--- config.mk ---
export PLATFORM = sky130hd
export DESIGN_NAME = slm_status
export DESIGN_NICKNAME = d
export VERILOG_FILES = /design/src/slm_pkg.sv /design/src/slm_led_if.sv /design/src/slm_led_drv.sv /design/src/slm_status.sv
export SDC_FILE = /design/constraint.sdc
export NUM_CORES = 1
export LEC_CHECK = 0
export ABC_CLOCK_PERIOD_IN_PS = 2260
export BUFFER_PORTS_ARGS = -buffer_cell sky130_fd_sc_hd__buf_2
export CORE_MARGIN = 2
export CORE_UTILIZATION = 25
export CTS_CLUSTER_DIAMETER = 150
export CTS_CLUSTER_SIZE = 28
export DETAILED_ROUTE_END_ITERATION = 10
export PLACE_DENSITY = 0.45
export RECOVER_POWER = 100
export SYNTH_ARGS = -nofsm -noshare
export SYNTH_HDL_FRONTEND = slang
export SYNTH_SLANG_ARGS = --single-unit
--- constraint.sdc ---
create_clock -name mclk -period 2.26 [get_ports mclk]
set_input_delay 0.113 -clock mclk [delete_from_list [all_inputs] [get_ports mclk]]
set_output_delay 0.113 -clock mclk [all_outputs]
set_load 0.03 [all_outputs]
--- src/slm_pkg.sv ---
// package: constants and types for the status led and configuration mode block
// assumes a 100 MHz system clock
package slm_pkg;
   localparam int unsigned clk_hz = 100000000;
   localparam int unsigned uart_max_baud = 115000;
   localparam int unsigned spi_max_hz = 1000000;
   // shortest legal bit times in cycles (least times round up)
   localparam int unsigned uart_bit_cyc = (clk_hz + uart_max_baud - 1) / uart_max_baud;
   localparam int unsigned spi_bit_cyc = (clk_hz + spi_max_hz - 1) / spi_max_hz;
   // configuration session timeout, in milliseconds and cycles
   localparam int unsigned cfg_timeout_ms = 100;
   localparam int unsigned cfg_timeout_cyc = cfg_timeout_ms * (clk_hz / 1000);
   // blink timing in milliseconds and cycles
   localparam int unsigned blink_ms = 500;
   localparam int unsigned blink_cyc = blink_ms * (clk_hz / 1000);
   localparam int unsigned flash_on_ms = 200;
   localparam int unsigned flash_cyc = flash_on_ms * (clk_hz / 1000);
   localparam int unsigned cnt_w = 32;
   // acyclic flashing pattern, one bit per flash slot
   localparam logic [7:0] acyclic_pat = 8'h29;

   typedef enum logic [1:0] {
      slm_boot_fw_wait,
      slm_boot_sw_wait,
      slm_fw_running
   } slm_boot_t;

   typedef enum logic [2:0] {
      slm_bus_running,
      slm_bus_wrong_cfg,
      slm_bus_stop,
      slm_bus_not_cfg,
      slm_bus_idle
   } slm_bus_t;

   typedef enum logic [1:0] {
      slm_led_off,
      slm_led_green,
      slm_led_yellow,
      slm_led_red
   } slm_color_t;
endpackage

--- src/slm_led_if.sv ---
// interface: colour request from the encoder to a two-colour led driver
// assumes one clock domain shared with the top module
`timescale 1ns/100ps
interface slm_led_if;
   slm_pkg::slm_color_t color;
   modport src (output color);
   modport snk (input color);
endinterface

--- src/slm_led_drv.sv ---
// module: drives one two-colour led from a colour request
// assumes the colour request is synchronous to mclk
`timescale 1ns/100ps
module slm_led_drv
   import slm_pkg::*;
#(
   parameter slm_color_t first_color = slm_led_green
) (
   input wire logic mclk,
   input wire logic srst,
   slm_led_if.snk req,
   output logic led_a,
   output logic led_b
);
   always_ff @(posedge mclk) begin
      if (srst) begin
         led_a <= 1'b0;
         led_b <= 1'b0;
      end else begin
         led_a <= (req.color == first_color);
         led_b <= (req.color != slm_led_off) && (req.color != first_color);
      end
   end

   led_pins_a: assert property (@(posedge mclk) disable iff (srst)
      !(led_a && led_b))
      else $error("both led colours lit");
endmodule // slm_led_drv

--- src/slm_status.sv ---
// module: configuration mode, host traffic gate and status led encoding
// assumes host frame decoding and the diagnostic link decoder sit outside
//
// Notes on behaviour
// - diagnostic tool connection established enters configuration mode.
// - host modbus frames are served only outside configuration mode.
// - host link at most 115 kBaud uart or 1 MHz spi.
// - modbus frames always carry crc; in spi mode crc is optional for non-modbus frames.
// - protocol stack work takes priority over host requests.
// - system led steady green while firmware runs.
// - system led alternates green and yellow while waiting for firmware.
// - system led steady yellow while bootloader waits for software.
// - comm led green run, red wrong config, cyclic and acyclic red flashing.
`timescale 1ns/100ps
module slm_status
   import slm_pkg::*;
#(
   parameter int unsigned cfg_timeout = cfg_timeout_cyc,
   parameter int unsigned blink_len = blink_cyc,
   parameter int unsigned flash_len = flash_cyc
) (
   input wire logic mclk,
   input wire logic srst,
   input wire logic diag_req,
   input wire logic host_req,
   input wire logic host_is_spi,
   input wire logic host_crc_ok,
   input wire logic host_crc_present,
   input wire logic host_is_modbus,
   input wire logic [cnt_w-1:0] host_bit_cyc,
   input wire logic stack_busy,
   input wire slm_boot_t boot_state,
   input wire slm_bus_t bus_state,
   output logic config_mode,
   output logic host_grant,
   output logic host_reject,
   output logic rate_error,
   output logic system_status_led_green,
   output logic system_status_led_yellow,
   output logic board_mode_led_green,
   output logic board_mode_led_red
);
   logic [cnt_w-1:0] cfg_cnt;
   logic [cnt_w-1:0] blink_cnt;
   logic [cnt_w-1:0] flash_cnt;
   logic blink_phase;
   logic [2:0] flash_slot;
   logic pending;
   logic pend_ok;
   slm_led_if sys_req ();
   slm_led_if bus_req ();

   function automatic logic rate_ok(input logic spi, input logic [cnt_w-1:0] bc);
      rate_ok = spi ? (bc >= cnt_w'(spi_bit_cyc)) : (bc >= cnt_w'(uart_bit_cyc));
   endfunction

   // session: every diagnostic request re-arms the timeout
   always_ff @(posedge mclk) begin
      if (srst) begin
         config_mode <= 1'b0;
         cfg_cnt <= '0;
      end else if (diag_req) begin
         config_mode <= 1'b1;
         cfg_cnt <= cnt_w'(cfg_timeout);
      end else if (cfg_cnt > 1) begin
         cfg_cnt <= cfg_cnt - 1'b1;
      end else begin
         config_mode <= 1'b0;
         cfg_cnt <= '0;
      end
   end

   // host request waits while the stack is busy, so latency varies
   always_ff @(posedge mclk) begin
      if (srst) begin
         pending <= 1'b0;
         pend_ok <= 1'b0;
         host_grant <= 1'b0;
         host_reject <= 1'b0;
         rate_error <= 1'b0;
      end else begin
         host_grant <= 1'b0;
         host_reject <= 1'b0;
         rate_error <= 1'b0;
         if (host_req && !pending) begin
            pending <= 1'b1;
            // modbus needs crc; spi non-modbus may omit it
            pend_ok <= rate_ok(host_is_spi, host_bit_cyc)
               && (host_crc_ok || (host_is_spi && !host_is_modbus && !host_crc_present));
            rate_error <= !rate_ok(host_is_spi, host_bit_cyc);
         end else if (pending && !stack_busy) begin
            pending <= 1'b0;
            host_grant <= pend_ok && !config_mode;
            host_reject <= !pend_ok || config_mode;
         end
      end
   end

   // blink and flash timebases
   always_ff @(posedge mclk) begin
      if (srst) begin
         blink_cnt <= '0;
         blink_phase <= 1'b0;
         flash_cnt <= '0;
         flash_slot <= '0;
      end else begin
         if (blink_cnt >= cnt_w'(blink_len - 1)) begin
            blink_cnt <= '0;
            blink_phase <= !blink_phase;
         end else begin
            blink_cnt <= blink_cnt + 1'b1;
         end
         if (flash_cnt >= cnt_w'(flash_len - 1)) begin
            flash_cnt <= '0;
            flash_slot <= flash_slot + 1'b1;
         end else begin
            flash_cnt <= flash_cnt + 1'b1;
         end
      end
   end

   always_comb begin
      case (boot_state)
         slm_fw_running: sys_req.color = slm_led_green;
         slm_boot_fw_wait: sys_req.color = blink_phase ? slm_led_yellow : slm_led_green;
         slm_boot_sw_wait: sys_req.color = slm_led_yellow;
         default: sys_req.color = slm_led_off;
      endcase
   end

   always_comb begin
      case (bus_state)
         slm_bus_running: bus_req.color = slm_led_green;
         slm_bus_wrong_cfg: bus_req.color = slm_led_red;
         slm_bus_stop: bus_req.color = blink_phase ? slm_led_red : slm_led_off;
         slm_bus_not_cfg: bus_req.color = acyclic_pat[flash_slot] ? slm_led_red : slm_led_off;
         default: bus_req.color = slm_led_off;
      endcase
   end

   slm_led_drv #(.first_color(slm_led_green)) u_sys (
      .mclk(mclk),
      .srst(srst),
      .req(sys_req),
      .led_a(system_status_led_green),
      .led_b(system_status_led_yellow)
   );

   slm_led_drv #(.first_color(slm_led_green)) u_bus (
      .mclk(mclk),
      .srst(srst),
      .req(bus_req),
      .led_a(board_mode_led_green),
      .led_b(board_mode_led_red)
   );

   cfg_enter_a: assert property (@(posedge mclk) disable iff (srst)
      diag_req |=> config_mode)
      else $error("no configuration mode after tool request");
   cfg_drop_a: assert property (@(posedge mclk) disable iff (srst)
      (config_mode && !diag_req && cfg_cnt == 1) |=> !config_mode)
      else $error("configuration mode outlived timeout");
   cfg_hold_a: assert property (@(posedge mclk) disable iff (srst)
      (config_mode && !diag_req && cfg_cnt > 1) |=> config_mode)
      else $error("configuration mode dropped before timeout");
   cfg_block_a: assert property (@(posedge mclk) disable iff (srst)
      host_grant |-> !$past(config_mode))
      else $error("host served in configuration mode");
   serve_excl_a: assert property (@(posedge mclk) disable iff (srst)
      !(host_grant && host_reject))
      else $error("frame both served and refused");
   rate_chk_a: assert property (@(posedge mclk) disable iff (srst)
      (host_req && !pending && !host_is_spi && host_bit_cyc < cnt_w'(uart_bit_cyc))
      |=> rate_error)
      else $error("uart overspeed not flagged");
   rate_spi_a: assert property (@(posedge mclk) disable iff (srst)
      (host_req && !pending && host_is_spi && host_bit_cyc < cnt_w'(spi_bit_cyc))
      |=> rate_error)
      else $error("spi overspeed not flagged");
   rate_quiet_a: assert property (@(posedge mclk) disable iff (srst)
      (host_req && !pending && !host_is_spi && host_bit_cyc >= cnt_w'(uart_bit_cyc))
      |=> !rate_error)
      else $error("legal uart rate flagged");
   crc_need_a: assert property (@(posedge mclk) disable iff (srst)
      (host_req && !pending && host_is_modbus && !host_crc_ok) |=> !pend_ok)
      else $error("modbus frame without crc accepted");
   stack_pri_a: assert property (@(posedge mclk) disable iff (srst)
      stack_busy |=> !(host_grant || host_reject))
      else $error("host served while stack busy");
   stack_hold_a: assert property (@(posedge mclk) disable iff (srst)
      (pending && stack_busy) |=> pending)
      else $error("pending host request lost while stack busy");
   serve_pend_a: assert property (@(posedge mclk) disable iff (srst)
      (host_grant || host_reject) |-> $past(pending) && !$past(stack_busy))
      else $error("host answered without a pending request");
   // !srst in the antecedents: the led register still holds reset in the release cycle
   sys_run_a: assert property (@(posedge mclk) disable iff (srst)
      (!srst && boot_state == slm_fw_running) [*2]
      |-> system_status_led_green && !system_status_led_yellow)
      else $error("system led not green while running");
   sys_sw_a: assert property (@(posedge mclk) disable iff (srst)
      (!srst && boot_state == slm_boot_sw_wait) [*2] |-> system_status_led_yellow)
      else $error("system led not yellow waiting for software");
   sys_blink_a: assert property (@(posedge mclk) disable iff (srst)
      (!srst && boot_state == slm_boot_fw_wait) [*2]
      |-> system_status_led_green ^ system_status_led_yellow)
      else $error("system led dark while waiting for firmware");
   sys_alt_a: assert property (@(posedge mclk) disable iff (srst)
      (!srst && boot_state == slm_boot_fw_wait) [*2]
      |-> system_status_led_yellow == $past(blink_phase))
      else $error("system led not alternating while waiting for firmware");
   bus_wrong_a: assert property (@(posedge mclk) disable iff (srst)
      (!srst && bus_state == slm_bus_wrong_cfg) [*2]
      |-> board_mode_led_red && !board_mode_led_green)
      else $error("comm led not red on wrong configuration");
   bus_run_a: assert property (@(posedge mclk) disable iff (srst)
      (!srst && bus_state == slm_bus_running) [*2]
      |-> board_mode_led_green && !board_mode_led_red)
      else $error("comm led not green while running");
   bus_stop_a: assert property (@(posedge mclk) disable iff (srst)
      (!srst && bus_state == slm_bus_stop) [*2]
      |-> !board_mode_led_green && (board_mode_led_red == $past(blink_phase)))
      else $error("comm led not flashing cyclic red on stop");
   bus_acyc_a: assert property (@(posedge mclk) disable iff (srst)
      (!srst && bus_state == slm_bus_not_cfg) [*2]
      |-> !board_mode_led_green && (board_mode_led_red == acyclic_pat[$past(flash_slot)]))
      else $error("comm led not flashing acyclic red when not configured");
   led_off_a: assert property (@(posedge mclk)
      srst |=> !(system_status_led_green || system_status_led_yellow
         || board_mode_led_green || board_mode_led_red))
      else $error("led lit after reset");
endmodule // slm_status

==> results.json <==
{
  "synth.top_cells.by_area": "dfxtp_1 48%, nor2_1 9.0%, xnor2_1 7.6%, xor2_1 6.6%, nand3_1 2.8%",
  "core_um2": 18100,
  "antenna_left": 0,
  "cts_buffer_depth": 2,
  "r2r-start": "flash_cnt[14]",
  "drive_gt1_share_pct": 20.1,
  "path_max_fanout": 3,
  "ioPinCount": 54,
  "drc_errors": 7,
  "gp_congestion": 0.751,
  "min_period_ps": 2260,
  "fin_skew_ps": 10.5,
  "hold_viol_final": 0,
  "seq_area_um2": 2230,
  "grt_pass1_vias": 3663,
  "rr_worst_depth": 8,
  "viasPerCell": 4.37,
  "setup_tns_ps": -4.69,
  "htree_levels": 3,
  "syn-cell-area_um2": 4630,
  "fin_util_pct": 32.6,
  "critPathKind": "flop to flop",
  "critPathLaunchType": "flop",
  "rows": 49,
  "numCtsBuffers": 9,
  "ys_seq_area_share_pct": 48.0,
  "path_buf_inv": 0,
  "antenna_found_initial": 0,
  "ys_types": 46,
  "fp.dieH_um": 140,
  "synth-edff-count": 0,
  "p_leak_nw": 2.20,
  "fp.dieArea_um2": 19600,
  "placed_area_um2": 5470,
  "hp-class": "primary input to flop",
  "clock_sinks": 111,
  "root_buffer": "clkbuf_16",
  "yosysTopAreaCellShare_pct": 48.0,
  "cpPeakStageDelay_ps": 380,
  "setup_slack_ps": -4.69,
  "postSynthAreaPerCell_um2": 8.89,
  "ys_ff_latch": 111,
  "diodes": 0,
  "synth.largest_area_cell": "dfxtp_1",
  "max_freq_ghz": 0.442,
  "p_per_area_nw_per_um2": 682,
  "cts_tree": "built",
  "clk_pin_slew_ps": 80,
  "grtUsageTotal_pct": 10.1,
  "grt_max_degree": 27,
  "cap_viol_max_count": 0,
  "wl_per_cell_um": 11.1,
  "multi_input_area_um2": 2440,
  "crit_slowest_cell": "or3_4",
  "routed_wl_um": 9580,
  "status": "finished, violations left",
  "worst_pin_slew_ps": 638,
  "rsz0062_at_grt": "true",
  "cp.required_ps": 2510,
  "dpl.hpwl_um": 7110,
  "cp_cell_sequence": "nor4_4, o211ai_1, and3_1, or3_4, mux2i_1, or2_4, ha_4, mux2_4",
  "hold_slack_ps": 27.2,
  "finalCritPeriodShare_pct": 100,
  "reg2reg_slack_ps": -5,
  "crit_path_start": "flash_cnt[14]",
  "maxSlewHeadroom_pct": 57.1,
  "critPathTopFamily": "simple AND/OR/NAND/NOR gates",
  "netlist_instances": 521,
  "violations": "design-rule violations, negative setup slack",
  "synth-main-ff-cell": "dfxtp_1",
  "synthArstFlopShare_pct": 0,
  "slew_violations": 0,
  "stdcell_area_um2": 5890,
  "critPathCaptureType": "flop",
  "nets": 679,
  "ys_warn_count": 0,
  "initialDrtViolationCount": 153,
  "die_x_um": 140,
  "arrival_ps": 2510,
  "nFillCells": 1893,
  "syn_to_final_growth_pct": 27.2,
  "start_util_pct": 25.6,
  "synth_common_cells": "111 x dfxtp_1, 111 x nor2_1, 40 x xnor2_1",
  "path_depth": 8,
  "portBuffers": 52,
  "grt.overflow.total": 0,
  "worst_skew_pair.late_latency_ps": 350,
  "grt_pass1_wl_um": 16200,
  "peakVddDrop_uv": 369,
  "num_vias": 3766,
  "drtPass1Iterations": 7,
  "setup_viol": 1
}
sequential cells by signal, indices dropped and copies added (netlist names), named ones only:
register / flops
flash_slot: 3
cfg_cnt: 32
u_bus.led_b: 1
u_bus.led_a: 1
config_mode: 1
u_sys.led_a: 1
u_sys.led_b: 1
pending: 1
blink_cnt: 32
blink_phase: 1
flash_cnt: 32
rate_error: 1
pend_ok: 1
host_grant: 1
host_reject: 1
worst min-delay path, delay by kind of cell:
family	cells	cell delay, ps
buf+inv	1	110
simple gates	1	60
compound gates	1	50
cells in the final DEF, fill, tap and decap left out, drive strengths merged, types with 2 or more instances in the layout:
master / Yosys / layout
nor2: 112 / 112
dfxtp: 111 / 111
buf: 4 / 81
xnor2: 40 / 40
xor2: 35 / 35
nand2: 29 / 29
nand3: 26 / 26
nor3: 22 / 22
clkbuf: 8 / 19
nor4: 18 / 18
inv: 13 / 17
nand4: 13 / 13
a21oi: 13 / 13
conb: 1 / 13
and3: 10 / 10
o21ai: 7 / 7
or3: 7 / 7
nand2b: 6 / 6
ha: 6 / 6
and4: 4 / 4
dlygate4sd3: 0 / 4
or2: 4 / 4
or4: 4 / 4
a21o: 3 / 3
nor3b: 3 / 3
clkinv: 0 / 3
o31a: 2 / 2
nor4b: 2 / 2
nor2b: 2 / 2
a31oi: 2 / 2
a211oi: 2 / 2
nand3b: 2 / 2
kinds of logic after synthesis:
family	share of synthesized area, %
AO/OA/AOI/OAI	5.00
XOR/XNOR	14.2
adder cells (fa/ha/maj)	1.62
buffers and inverters	2.27
flip-flops	48.0
multiplexers	0.459
other	0.0810
AND/OR/NAND/NOR	28.4
final cells by class:
class / instances / area share, %
repair buffers: 95 / 10.1
well taps: 229 / 4.86
clock inverters: 7 / 1.06
flip-flops and latches: 111 / 37.9
clock buffers: 9 / 3.82
inverters: 13 / 0.828
multi-input cells: 397 / 41.5
where the power goes:
group / internal [W] / total [W] / leakage (nW) / switching [W]
Combinational: 0.000209 / 0.000419 / 1.15 / 0.000210
Clock: 0.000774 / 0.00153 / 0.144 / 0.000758
Sequential: 0.00202 / 0.00207 / 0.909 / 0.0000466
Total: 0.00300 / 0.00402 / 2.20 / 0.00101
metrics by stage:
| step | setup slack [ps] | cells | power (W) |
|---|---|---|---|
| floorplan | -124 | 533 | 0.00236 |
| global placement | -75.1 | 838 | 0.00250 |
| detailed placement | -94.6 | 838 | 0.00251 |
| CTS | 3.29 | 859 | 0.00409 |
| global route | -118 | 861 | 0.00423 |
| finish | -4.69 | 861 | 0.00402 |
repair_timing:
item,CTS,global route
hold buffers,4,0
setup endpoints to repair,8,29
setup buffers,1,2
pin swaps,2,5
gates resized for setup,4,9
endpoints found under the hold margin,4,0
layer usage:
layer  wire length (um)  track usage [%]  part of all wire [%]  up-vias
met4                210             3.93                   2.2        0
met1               4460             11.7                    47     1721
met2               4510             17.4                    47       52
li1                   -                -                     -     1979
met5                  0                0                     0        -
met3                399             3.38                   4.2       14
worst min path at each step:
stage             endpoint          from  slack (ps)  cells after the start
2_1_floorplan  u_bus.led_a  bus_state[2]         180                      1
3_3_place_gp   u_bus.led_a  bus_state[2]         290                      2
3_5_place_dp   u_bus.led_a  bus_state[2]         290                      2
4_1_cts            pending    stack_busy          10                      3
5_1_grt            pending    stack_busy          30                      3
6_report           pending    stack_busy          30                      3
(Power assumes the default switching activity.)
